## config.mk

```make
export PLATFORM = sky130hd
export DESIGN_NAME = ssu_core
export DESIGN_NICKNAME = d
export VERILOG_FILES = /design/src/hw/ssu_core.v
export VERILOG_INCLUDE_DIRS = /design/src /design/src/hw
export SDC_FILE = /design/constraint.sdc
export NUM_CORES = 1
export LEC_CHECK = 0
export ABC_CLOCK_PERIOD_IN_PS = 2500
export BUFFER_PORTS_ARGS = -buffer_cell sky130_fd_sc_hd__buf_2
export CAP_MARGIN = 20
export CORE_ASPECT_RATIO = 1.2
export CORE_MARGIN = 4
export CORE_UTILIZATION = 47
export DETAILED_ROUTE_END_ITERATION = 10
export GPL_TIMING_DRIVEN = 1
export HOLD_SLACK_MARGIN = 0.05
export PLACE_DENSITY_LB_ADDON = 0.05
export SETUP_SLACK_MARGIN = 0.5
export SYNTH_ARGS = -nofsm -noshare
export SYNTH_HDL_FRONTEND = slang
export SYNTH_SLANG_ARGS = --single-unit
```

## constraint.sdc

```tcl
create_clock -name clock -period 2.5 [get_ports clock]
set_input_delay 0.125 -clock clock [delete_from_list [all_inputs] [get_ports clock]]
set_output_delay 0.125 -clock clock [all_outputs]
set_load 0.01 [all_outputs]
```

## src/hw/ssu_regs.vh

```
// Purpose: register offsets, field positions, reset values and counts of the sync serial unit
// Assumes: included by its bare name from ssu_core.v
// Notes: byte offsets on an 8-bit register port, one register per offset
`ifndef SSU_REGS_VH
`define SSU_REGS_VH
// register offsets
`define SSU_A_BUF     4'h0
`define SSU_A_RLD     4'h1
`define SSU_A_CTL1    4'h2
`define SSU_A_CTL2    4'h3
`define SSU_A_CTL3    4'h4
`define SSU_A_MSK     4'h5
`define SSU_A_STAT    4'h6
`define SSU_A_FLAG    4'h7
// control one fields
`define SSU_C1_WCOL   7
`define SSU_C1_OVF    6
`define SSU_C1_ON     5
`define SSU_C1_POL    4
// control two fields
`define SSU_C2_ACKST  6
`define SSU_C2_RCV    3
`define SSU_C2_STOP   2
// flag register fields
`define SSU_F_EVT     0
`define SSU_F_COLL    1
// mode codes
`define SSU_M_SPI4    4'h0
`define SSU_M_SPI16   4'h1
`define SSU_M_SPI64   4'h2
`define SSU_M_SPIR    4'hA
`define SSU_M_TWM     4'h8
`define SSU_M_TWFW    4'hB
// reload equivalents of the fixed spi rates
`define SSU_RLD_F4    8'h00
`define SSU_RLD_F16   8'h03
`define SSU_RLD_F64   8'h0F
// reset values and bit counts
`define SSU_RST_REG   8'h00
`define SSU_LAST_BIT  4'h7
`define SSU_ACK_BIT   4'h8
`define SSU_SPI_LAST  4'hF
`endif

```

## src/hw/ssu_core.v

```verilog
// Purpose: rate counter, byte engines, stop sequence and status of the sync serial unit
// Assumes: one clock; bus wires resolved outside from the open-drain enables
// Notes: start, restart and acknowledge sequences live outside; their request bits are kept here
//
// Implementation choices: the strobed register port and the placing of the registers.
`timescale 1ns/1ps
`include "ssu_regs.vh"

module ssu_core (
  // clock and reset
  input  wire       clock,
  input  wire       nrst,
  input  wire       clk_en,
  // register port
  input  wire [3:0] reg_addr,
  input  wire [7:0] reg_wdata,
  input  wire       reg_wr,
  input  wire       reg_rd,
  output reg  [7:0] reg_rdata,
  // two-wire pins
  input  wire       scl_in,
  output wire       scl_out,
  output wire       scl_oe_n,
  input  wire       sda_in,
  output wire       sda_out,
  output wire       sda_oe_n,
  // spi pins
  output wire       sck_out,
  output wire       sdo_out,
  input  wire       sdi_in,
  // slave address logic
  input  wire       slv_addr_match,
  input  wire       slv_addr_rw,
  input  wire       slv_nack,
  input  wire       slv_addr_update,
  // flags and pad controls
  output wire       collision_flag,
  output wire       port_event_flag,
  output wire       slew_ctl_en,
  output wire       smbus_levels
);

  // one-hot sequencer states
  localparam [7:0] ST_IDLE = 8'h01;
  localparam [7:0] ST_SPI  = 8'h02;
  localparam [7:0] ST_TX   = 8'h04;
  localparam [7:0] ST_RX   = 8'h08;
  localparam [7:0] ST_P1   = 8'h10;
  localparam [7:0] ST_P2   = 8'h20;
  localparam [7:0] ST_P3   = 8'h40;
  localparam [7:0] ST_P4   = 8'h80;

  reg  [7:0] buf_q;
  reg  [7:0] rld_q;
  reg  [7:0] c1_q;
  reg  [7:0] c2_q;
  reg  [7:0] c3_q;
  reg  [7:0] msk_q;
  reg        phase_q;
  reg        edge_q;
  reg        da_q;
  reg        p_q;
  reg        s_q;
  reg        rw_q;
  reg        ua_q;
  reg        bf_q;
  reg        evt_q;
  reg        bcl_q;
  reg  [7:0] state_q;
  reg  [7:0] sh_q;
  reg  [7:0] rx_q;
  reg  [7:0] cnt_q;
  reg  [3:0] bit_q;
  reg        hi_q;
  reg        first_q;
  reg        sda_low_q;
  reg        scl_low_q;
  reg        sck_q;
  reg        step_q;
  reg        sda_prev_q;
  wire [2:0] pin_raw;
  wire [2:0] pin_f;

  // pin synchronisers: three flops, change taken once stages two and three agree
  assign pin_raw = {sdi_in, scl_in, sda_in};
  genvar gi;
  generate
    for (gi = 0; gi < 3; gi = gi + 1) begin : g_sync
      reg [2:0] sy_q;
      reg       f_q;
      always @(posedge clock or negedge nrst) begin
        if (!nrst) begin
          sy_q <= 3'h7;
          f_q  <= 1'b1;
        end else if (clk_en) begin
          sy_q <= {sy_q[1:0], pin_raw[gi]};
          if (sy_q[2] == sy_q[1]) begin
            f_q <= sy_q[1];
          end
        end
      end
      assign pin_f[gi] = f_q;
    end
  endgenerate

  // mode decode
  wire [3:0] mode    = c1_q[3:0];
  wire       port_on = c1_q[`SSU_C1_ON];
  wire       spi_m   = port_on & (mode == `SSU_M_SPI4 | mode == `SSU_M_SPI16 |
                                  mode == `SSU_M_SPI64 | mode == `SSU_M_SPIR);
  wire       tw_m    = port_on & (mode == `SSU_M_TWM);
  wire       tw      = port_on & (mode[2:1] == 2'b11 | mode == `SSU_M_TWM |
                                  mode == `SSU_M_TWFW);
  wire       sda_f   = pin_f[0];
  wire       scl_f   = pin_f[1];
  wire       sdi_f   = pin_f[2];

  // reload source; fixed spi rates map onto equivalent reloads
  wire [7:0] reload = (mode == `SSU_M_SPI4)  ? `SSU_RLD_F4  :
                      (mode == `SSU_M_SPI16) ? `SSU_RLD_F16 :
                      (mode == `SSU_M_SPI64) ? `SSU_RLD_F64 : rld_q;

  // sequencer status terms
  wire idle_all = state_q[0] & (c2_q[4:0] == 5'h00);
  wire tw_eng   = state_q[2] | state_q[3];
  wire tw_hold  = tw_eng & hi_q & ~scl_f;  // clock stretched by another party
  wire brg_load = state_q[0] | state_q[4] | state_q[5] | tw_hold;
  wire expire   = ~brg_load & step_q & (cnt_q == 8'h00);
  wire start_det = scl_f & sda_prev_q & ~sda_f;
  wire stop_det  = scl_f & ~sda_prev_q & sda_f;
  wire buf_wr   = reg_wr & (reg_addr == `SSU_A_BUF);
  wire buf_ok   = ~(spi_m | tw_m) | idle_all;

  // spi edge selection
  wire       lead   = ~bit_q[0];
  wire       chg    = edge_q ? ~lead : lead;
  wire       chg_sh = chg & ~(~edge_q & (bit_q == 4'h0));
  wire       samp   = phase_q ? (chg_sh | (~edge_q & (bit_q == `SSU_SPI_LAST)))
                              : ~chg;
  wire [7:0] rx_nx  = {rx_q[6:0], sdi_f};
  wire [7:0] tw_nx  = {sh_q[6:0], sda_f};

  // collision detection over stop sequence and transmit arbitration
  wire coll_p3  = state_q[6] & ~scl_f;
  wire coll_p4s = state_q[7] & ~scl_f & ~sda_f;
  wire coll_p4d = state_q[7] & expire & ~sda_f;
  wire coll_tx  = state_q[2] & hi_q & expire & (bit_q != `SSU_ACK_BIT) &
                  ~sda_low_q & ~sda_f;
  wire coll     = coll_p3 | coll_p4s | coll_p4d | coll_tx;

  // rate counter: steps every other clock, reloads at each expiry
  always @(posedge clock or negedge nrst) begin
    if (!nrst) begin
      cnt_q  <= `SSU_RST_REG;
      step_q <= 1'b0;
    end else if (clk_en) begin
      step_q <= ~step_q;
      if (brg_load) begin
        cnt_q <= reload;
      end else if (step_q) begin
        cnt_q <= (cnt_q == 8'h00) ? reload : cnt_q - 8'h01;
      end
    end
  end

  // registers, status and the sequencer
  always @(posedge clock or negedge nrst) begin
    if (!nrst) begin
      buf_q      <= `SSU_RST_REG;
      rld_q      <= `SSU_RST_REG;
      c1_q       <= `SSU_RST_REG;
      c2_q       <= `SSU_RST_REG;
      c3_q       <= `SSU_RST_REG;
      msk_q      <= `SSU_RST_REG;
      phase_q    <= 1'b0;
      edge_q     <= 1'b0;
      da_q       <= 1'b0;
      p_q        <= 1'b0;
      s_q        <= 1'b0;
      rw_q       <= 1'b0;
      ua_q       <= 1'b0;
      bf_q       <= 1'b0;
      evt_q      <= 1'b0;
      bcl_q      <= 1'b0;
      state_q    <= ST_IDLE;
      sh_q       <= `SSU_RST_REG;
      rx_q       <= `SSU_RST_REG;
      bit_q      <= 4'h0;
      hi_q       <= 1'b0;
      first_q    <= 1'b0;
      sda_low_q  <= 1'b0;
      scl_low_q  <= 1'b0;
      sck_q      <= 1'b0;
      sda_prev_q <= 1'b1;
    end else if (clk_en) begin
      sda_prev_q <= sda_f;
      // software writes; hardware sets below take priority
      if (reg_wr) begin
        case (reg_addr)
          `SSU_A_RLD: begin
            rld_q <= reg_wdata;
            ua_q  <= 1'b0;
          end
          `SSU_A_CTL1: begin
            c1_q <= {c1_q[7] & reg_wdata[7], c1_q[6] & reg_wdata[6], reg_wdata[5:0]};
          end
          `SSU_A_CTL2: begin
            c2_q[7] <= reg_wdata[7];
            c2_q[5] <= reg_wdata[5];
            c2_q[4:0] <= (idle_all & tw_m) ? reg_wdata[4:0] : (c2_q[4:0] & reg_wdata[4:0]);
          end
          `SSU_A_CTL3: begin
            c3_q <= reg_wdata;
          end
          `SSU_A_MSK: begin
            msk_q <= reg_wdata;
          end
          `SSU_A_STAT: begin
            phase_q <= reg_wdata[7];
            edge_q  <= reg_wdata[6];
          end
          `SSU_A_FLAG: begin
            evt_q <= evt_q & ~reg_wdata[`SSU_F_EVT];
            bcl_q <= bcl_q & ~reg_wdata[`SSU_F_COLL];
          end
          default: begin
          end
        endcase
      end
      // reading the buffer empties it
      if (reg_rd & (reg_addr == `SSU_A_BUF)) begin
        bf_q <= 1'b0;
      end
      // slave address results
      if (slv_addr_match) begin
        rw_q <= slv_addr_rw;
        da_q <= 1'b0;
      end
      if (slv_nack & ~tw_m) begin
        rw_q <= 1'b0;
      end
      if (slv_addr_update & mode[0] & tw) begin
        ua_q <= 1'b1;
      end
      // bus monitor for start and stop
      if (start_det & tw) begin
        s_q     <= 1'b1;
        p_q     <= 1'b0;
        first_q <= 1'b1;
        if (!tw_m) begin
          rw_q <= 1'b0;
        end
      end
      if (stop_det & tw) begin
        p_q <= 1'b1;
        s_q <= 1'b0;
        if (!tw_m) begin
          rw_q <= 1'b0;
        end
      end
      // buffer write: store and start, or refuse while busy
      if (buf_wr) begin
        if (!buf_ok) begin
          c1_q[`SSU_C1_WCOL] <= 1'b1;
        end else begin
          buf_q <= reg_wdata;
          if (spi_m) begin
            state_q <= ST_SPI;
            sh_q    <= reg_wdata;
            bit_q   <= 4'h0;
            sck_q   <= c1_q[`SSU_C1_POL];
          end else if (tw_m) begin
            state_q   <= ST_TX;
            sh_q      <= reg_wdata;
            bit_q     <= 4'h0;
            hi_q      <= 1'b0;
            sda_low_q <= ~reg_wdata[7];
            scl_low_q <= 1'b1;
            bf_q      <= 1'b1;
            rw_q      <= 1'b1;
            da_q      <= ~first_q;
            first_q   <= 1'b0;
          end
        end
      end
      case (state_q)
        ST_IDLE: begin
          if (tw_m & c2_q[`SSU_C2_STOP]) begin
            state_q   <= ST_P1;
            sda_low_q <= 1'b1;
            scl_low_q <= 1'b1;
          end else if (tw_m & c2_q[`SSU_C2_RCV]) begin
            state_q   <= ST_RX;
            bit_q     <= 4'h0;
            hi_q      <= 1'b0;
            sda_low_q <= 1'b0;
            scl_low_q <= 1'b1;
          end
        end
        ST_SPI: begin
          if (expire) begin
            bit_q <= bit_q + 4'h1;
            sck_q <= ~sck_q;
            if (chg_sh) begin
              sh_q <= {sh_q[6:0], 1'b0};
            end
            if (samp) begin
              rx_q <= rx_nx;
            end
            if (bit_q == `SSU_SPI_LAST) begin
              buf_q   <= samp ? rx_nx : rx_q;
              bf_q    <= 1'b1;
              evt_q   <= 1'b1;
              state_q <= ST_IDLE;
            end
          end
        end
        ST_TX, ST_RX: begin
          if (expire) begin
            if (!hi_q) begin
              scl_low_q <= 1'b0;
              hi_q      <= 1'b1;
            end else begin
              sh_q      <= tw_nx;
              bit_q     <= bit_q + 4'h1;
              hi_q      <= 1'b0;
              scl_low_q <= 1'b1;
              if (state_q[3] & (bit_q == `SSU_LAST_BIT)) begin
                buf_q <= tw_nx;
                if (bf_q) begin
                  c1_q[`SSU_C1_OVF] <= 1'b1;
                end
                bf_q    <= 1'b1;
                da_q    <= 1'b1;
                c2_q[`SSU_C2_RCV] <= 1'b0;
                evt_q   <= 1'b1;
                state_q <= ST_IDLE;
              end else if (bit_q == `SSU_ACK_BIT) begin
                c2_q[`SSU_C2_ACKST] <= sda_f;
                rw_q    <= 1'b0;
                evt_q   <= 1'b1;
                state_q <= ST_IDLE;
              end else begin
                sda_low_q <= state_q[2] & (bit_q != `SSU_LAST_BIT) & ~sh_q[6];
                if (state_q[2] & (bit_q == `SSU_LAST_BIT)) begin
                  bf_q <= 1'b0;
                end
              end
            end
          end
        end
        ST_P1: begin
          if (!sda_f) begin
            scl_low_q <= 1'b0;
            state_q   <= ST_P2;
          end
        end
        ST_P2: begin
          if (scl_f) begin
            state_q <= ST_P3;
          end
        end
        ST_P3: begin
          if (expire) begin
            sda_low_q <= 1'b0;
            state_q   <= ST_P4;
          end
        end
        ST_P4: begin
          if (expire & sda_f) begin
            c2_q[`SSU_C2_STOP] <= 1'b0;
            evt_q   <= 1'b1;
            state_q <= ST_IDLE;
          end
        end
        default: begin
          state_q <= ST_IDLE;
        end
      endcase
      // collision abort
      if (coll) begin
        bcl_q     <= 1'b1;
        state_q   <= ST_IDLE;
        sda_low_q <= 1'b0;
        scl_low_q <= 1'b0;
        c2_q[4:0] <= 5'h00;
        bf_q      <= 1'b0;
        rw_q      <= 1'b0;
      end
      // port off forces idle and clears bus state
      if (!port_on) begin
        state_q   <= ST_IDLE;
        s_q       <= 1'b0;
        p_q       <= 1'b0;
        sda_low_q <= 1'b0;
        scl_low_q <= 1'b0;
        c2_q[4:0] <= 5'h00;
      end
    end
  end

  // read data, one cycle after the read strobe
  always @(posedge clock or negedge nrst) begin
    if (!nrst) begin
      reg_rdata <= `SSU_RST_REG;
    end else if (clk_en) begin
      if (reg_rd) begin
        case (reg_addr)
          `SSU_A_BUF:  reg_rdata <= buf_q;
          `SSU_A_RLD:  reg_rdata <= rld_q;
          `SSU_A_CTL1: reg_rdata <= c1_q;
          `SSU_A_CTL2: reg_rdata <= c2_q;
          `SSU_A_CTL3: reg_rdata <= c3_q;
          `SSU_A_MSK:  reg_rdata <= msk_q;
          `SSU_A_STAT: reg_rdata <= {phase_q, edge_q, da_q, p_q, s_q, rw_q, ua_q, bf_q};
          `SSU_A_FLAG: reg_rdata <= {6'h00, bcl_q, evt_q};
          default:     reg_rdata <= `SSU_RST_REG;
        endcase
      end else begin
        reg_rdata <= `SSU_RST_REG;
      end
    end
  end

  // pin drive: two-wire pins open drain, pulling low only; spi clock and data driven both ways
  assign sda_out         = 1'b0;
  assign sda_oe_n        = ~sda_low_q;
  assign scl_out         = 1'b0;
  assign scl_oe_n        = ~scl_low_q;
  assign sck_out         = sck_q;
  assign sdo_out         = spi_m & sh_q[7];
  // flags and pad controls
  assign collision_flag  = bcl_q;
  assign port_event_flag = evt_q;
  assign slew_ctl_en     = tw & ~phase_q;
  assign smbus_levels    = tw & edge_q;

endmodule // ssu_core

```

==> report_table.html <==
<table>
<tr><th>Metric</th><th>Value</th></tr>
<tr><th colspan="2">Routing</th></tr>
<tr><td>Mean routed wirelength per cell</td><td>around 22 um</td></tr>
<tr><td>Number of DRC violations after detailed routing</td><td>0</td></tr>
<tr><td>Post-detailed-route via-to-cell ratio</td><td>6.036</td></tr>
<tr><td>DRC violation total after the first TritonRoute iteration</td><td>between 500 and 600</td></tr>
<tr><td>Total Routed Length</td><td>24190 um</td></tr>
<tr><td>DR pass1 iterations</td><td>5</td></tr>
<tr><td>Via total after detailed routing</td><td>approximately 6700</td></tr>
<tr><td>Number of nets with antenna violations after routing</td><td>0</td></tr>
<tr><th colspan="2">Synthesis</th></tr>
<tr><td>Avg Cell Area, Syn</td><td>9.501 um^2</td></tr>
<tr><td>Synthesized flop and latch total</td><td>between 100 and 150</td></tr>
<tr><td>Post-Synthesis Cells</td><td>about 760</td></tr>
<tr><td>Number of distinct standard cells referenced by the synthesized netlist</td><td>76</td></tr>
<tr><td>Commonest register cell after synthesis</td><td>dfrtp_1</td></tr>
<tr><td>Sequential element share of the synthesized area</td><td>0.4246</td></tr>
<tr><td>YS warnings</td><td>0</td></tr>
<tr><td>Share of async-settable or async-resettable flops after synthesis</td><td>1.000</td></tr>
<tr><td>Area of the mapped netlist</td><td>7173 um^2</td></tr>
<tr><td>Count of flip-flops with a built-in enable after synthesis</td><td>0</td></tr>
<tr><th colspan="2">Clocking</th></tr>
<tr><td>Clk Tree Root Cell</td><td>clkbuf_16</td></tr>
<tr><td>Clk_lat worst skew</td><td>roughly 0.42 ns</td></tr>
<tr><td>Number of buffers inserted during clock tree synthesis</td><td>17</td></tr>
<tr><td>Maximum level of the CTS H-tree</td><td>4</td></tr>
<tr><td>Maximum root-to-sink buffer count</td><td>2</td></tr>
<tr><td>Clock edge transition at the registers on the reported setup and hold paths</td><td>~0.060 ns</td></tr>
<tr><td>Clock tree from TritonCTS</td><td>built</td></tr>
<tr><td>Clock sink count</td><td>roughly 120</td></tr>
<tr><th colspan="2">Finish</th></tr>
<tr><td>Area of combinational cells with multiple inputs</td><td>4514 um^2</td></tr>
<tr><td>Number of inserted diodes</td><td>0</td></tr>
<tr><td>Share of final-layout standard cells stronger than drive strength 1</td><td>0.4276</td></tr>
<tr><td>Synth-to-Final Area Change</td><td>37.94%</td></tr>
<tr><td>Post-layout util</td><td>0.6614</td></tr>
<tr><td>Post-layout instance count excluding filler cells</td><td>1116</td></tr>
<tr><td>Commonest non-fill, non-tap cell in the layout</td><td>dfrtp_1</td></tr>
<tr><td>Sequential cell area</td><td>3049 um^2</td></tr>
<tr><td>Fill count</td><td>1250</td></tr>
<tr><td>Commonest non-fill, non-tap cells in the layout</td><td>dfrtp_1 (104), buf_4 (102), nand2_1 (45)</td></tr>
<tr><td># nets final</td><td>~900</td></tr>
<tr><th colspan="2">Worst hold path</th></tr>
<tr><td>Worst hold path startpoint</td><td>slv_nack</td></tr>
<tr><td>Type of the most critical hold path</td><td>primary input to register</td></tr>
<tr><th colspan="2">Timing</th></tr>
<tr><td>Setup violation total in the final timing report</td><td>0</td></tr>
<tr><td>Final total negative setup slack</td><td>0 ns</td></tr>
<tr><td>F_max</td><td>roughly 420 MHz</td></tr>
<tr><td>Final hold violation count</td><td>0</td></tr>
<tr><td>Slew margin rel.</td><td>0.5586</td></tr>
<tr><td>Worst slew pin tran</td><td>0.6621 ns</td></tr>
<tr><td>Unrepaired setup endpoints after global routing</td><td>yes</td></tr>
<tr><td>Setup clock skew after layout</td><td>0.009442 ns</td></tr>
<tr><td>Crit path time final</td><td>2.387 ns</td></tr>
<tr><td>Period utilisation layout</td><td>0.9549</td></tr>
<tr><td>Number of slew-limit violations in the final report</td><td>0</td></tr>
<tr><td>Final worst hold slack</td><td>between 0.09 and 0.1 ns</td></tr>
<tr><th colspan="2">Setup path</th></tr>
<tr><td>Critical Path RT</td><td>roughly 2.8 ns</td></tr>
<tr><td>Cell with the largest stage delay on the worst path</td><td>or4_1</td></tr>
<tr><td>Nature of the critical path endpoint</td><td>register</td></tr>
<tr><td>Maximum net fanout on the critical path</td><td>6</td></tr>
<tr><td>Cell Chain, Critical Path</td><td>inv_1, ha_2, nor4b_4, buf_4, o2111a_2, buf_6, nand4_1, nand3_1, a21boi_1, or4_1</td></tr>
<tr><td>Kind of launch point of the worst setup path</td><td>register</td></tr>
<tr><td>Bufs and invs on worst path</td><td>3</td></tr>
<tr><td>Data arrival time at the worst-slack endpoint</td><td>about 2.7 ns</td></tr>
<tr><td>Launch point of the worst reg-to-reg path</td><td>cnt_q[0]$_DFFE_PN0P_</td></tr>
<tr><td>Worst Setup SP</td><td>cnt_q[0]$_DFFE_PN0P_</td></tr>
<tr><td>Crit Path Class</td><td>register to register</td></tr>
<tr><td>Critical path's largest stage delay</td><td>between 0.5 and 0.6 ns</td></tr>
<tr><td>Family with the most delay on the worst path</td><td>simple AND/OR/NAND/NOR gates</td></tr>
<tr><th colspan="2">Power and ir drop</th></tr>
<tr><td>Worst VDD drop</td><td>between 0.5 and 0.6 mV</td></tr>
<tr><td>Total power density per cell area</td><td>651.2 nW/um^2</td></tr>
<tr><td>Reported leakage power</td><td>around 4.2 nW</td></tr>
<tr><th colspan="2">Global routing</th></tr>
<tr><td>Number of antenna violations at the first check in global routing</td><td>0</td></tr>
<tr><td>Maximum number of pins on one net before global-route repair</td><td>69</td></tr>
<tr><td>Vias in the first global route</td><td>~6700</td></tr>
<tr><td>Gr ovfl total</td><td>0</td></tr>
<tr><td>Wire length of the first global-routing pass</td><td>about 38000 um</td></tr>
<tr><td>Global-route total usage across every layer</td><td>0.2811</td></tr>
<tr><th colspan="2">Floorplan</th></tr>
<tr><td>Core ar.</td><td>~15000 um^2</td></tr>
<tr><td>Total number of placement rows</td><td>49</td></tr>
<tr><td>Top-level I/O count</td><td>42</td></tr>
<tr><td>Effective utilization at floorplan</td><td>0.4795</td></tr>
<tr><td>Die extent in x</td><td>between 100 and 150 um</td></tr>
<tr><td>Vertical die dimension</td><td>143.3 um</td></tr>
<tr><td>Die Outline Area</td><td>about 17000 um^2</td></tr>
<tr><th colspan="2">Job</th></tr>
<tr><td>Max-cap violations</td><td>0</td></tr>
<tr><th colspan="2">Placement</th></tr>
<tr><td>Cell count after placement</td><td>between 1000 and 1500</td></tr>
<tr><td>PortBufs</td><td>39</td></tr>
<tr><td>Half-perimeter wire length after detailed placement</td><td>16980 um</td></tr>
<tr><td>Global placer's final weighted congestion</td><td>between 0.9 and 1</td></tr>
<tr><th colspan="2">Status</th></tr>
<tr><td>Run status</td><td>finished clean</td></tr>
</table>
cells by family (layout without fill, tap and decap cells):
kind of cell    after synthesis  in the layout  synth area share
fa+ha+maj                     3              3          0.005233
buf+inv                      78            233           0.04640
simple gates                230            231            0.1688
other cells                   1              2         0.0005228
compound gates              233            233            0.2130
mux                          85             85            0.1366
flops                       121            121            0.4246
xor+xnor                      4              4          0.004885
final timing paths:
path                       slack [ns]  depth (start not counted)                  endpoint
min in group asynchronous        0.26                          2      cnt_q[3]$_DFFE_PN0P_
max                              0.11                         10      buf_q[0]$_DFFE_PN0P_
min reg2reg                      0.49                          1  reg_rdata[1]$_DFFE_PN0P_
max in group asynchronous        1.39                          3       c3_q[6]$_DFFE_PN0P_
min                               0.1                          4          rw_q$_DFFE_PN0P_
max reg2reg                      0.11                         10      buf_q[0]$_DFFE_PN0P_
registers in the layout, indices dropped and copies added, names as in the netlist, 3 cells and up:
name / count
cnt_q: 8
bit_q: 4
g_sync.f_q: 3
c3_q: 8
rld_q: 8
c2_q: 8
g_sync.sy_q: 9
c1_q: 8
reg_rdata: 8
rx_q: 8
sh_q: 8
buf_q: 8
msk_q: 8
state_q: 8
timing repair:
action | in CTS | in global routing
gates resized for setup | 85 | 87
cloned | 0 | 1
pin swaps | 24 | 45
hold buffers | 7 | 0
buffers inserted | 31 | 28
endpoints found under the hold margin | 41 | 0
setup endpoints to repair | 63 | 64
synth_stat cells (all sizes together) (6+ instances only):
cell     instances  area [um^2]
a21o             8        60.06
a21oi           46        241.5
a22oi           14        105.1
a31oi           13        81.33
and2             6        37.54
buf             20        115.1
clkbuf          33        123.9
dfrtp          107         2678
dfstp           14        367.9
inv             25        93.84
mux2            53        596.8
mux2i           27        270.3
nand2           47        176.4
nand2b           8        50.05
nand3           23        115.1
nand4           10        62.56
nor2            53        198.9
nor2b           12        75.07
nor3            29        150.1
nor4             8        71.32
o211ai           9        77.57
o21ai           72        364.1
o22a             7        61.31
o2bb2ai         12        105.1
o31ai            7        52.55
or3              7        43.79
tightest hold or removal path: cells and delay by family:
family                 cells  cell delay (ns)
AOI/OAI and AO/OA          3             0.27
buffers and inverters      1             0.08
area by class of cell:
cell class	count	area share
repair buffers	176	0.1402
inverters	25	0.009484
flip-flops and latches	121	0.3082
well taps	204	0.02580
clock buffers	18	0.04337
clock inverters	14	0.01669
multi-input cells	558	0.4562
layer usage:
layer  routed length, um  track usage  share of wire
met1               10450       0.3784           0.43
met3                 913      0.04449          0.038
met4                 715      0.09487          0.030
met5                   0            0              0
met2               12110       0.4663           0.50
power breakdown:
part,switching (W),total (W),internal [W]
sequential,0.000280,0.00252,0.00224
combinational,0.000759,0.00143,0.000667
clock,0.00100,0.00249,0.00149
total,0.00204,0.00644,0.00440
per-stage QoR:
| stage | worst slack, ns | instance area, um^2 | power (W) |
|---|---|---|---|
| 2_1_floorplan | 0.1324 | 7360 | 0.003219 |
| 3_3_place_gp | 0.06840 | 8092 | 0.003705 |
| 3_5_place_dp | -0.03905 | 8092 | 0.003745 |
| 4_1_cts | 0.1816 | 9299 | 0.006352 |
| 5_1_grt | 0.01426 | 9894 | 0.006711 |
| 6_report | 0.1127 | 9894 | 0.006443 |
Note: power is estimated with default switching activity, not from simulation.
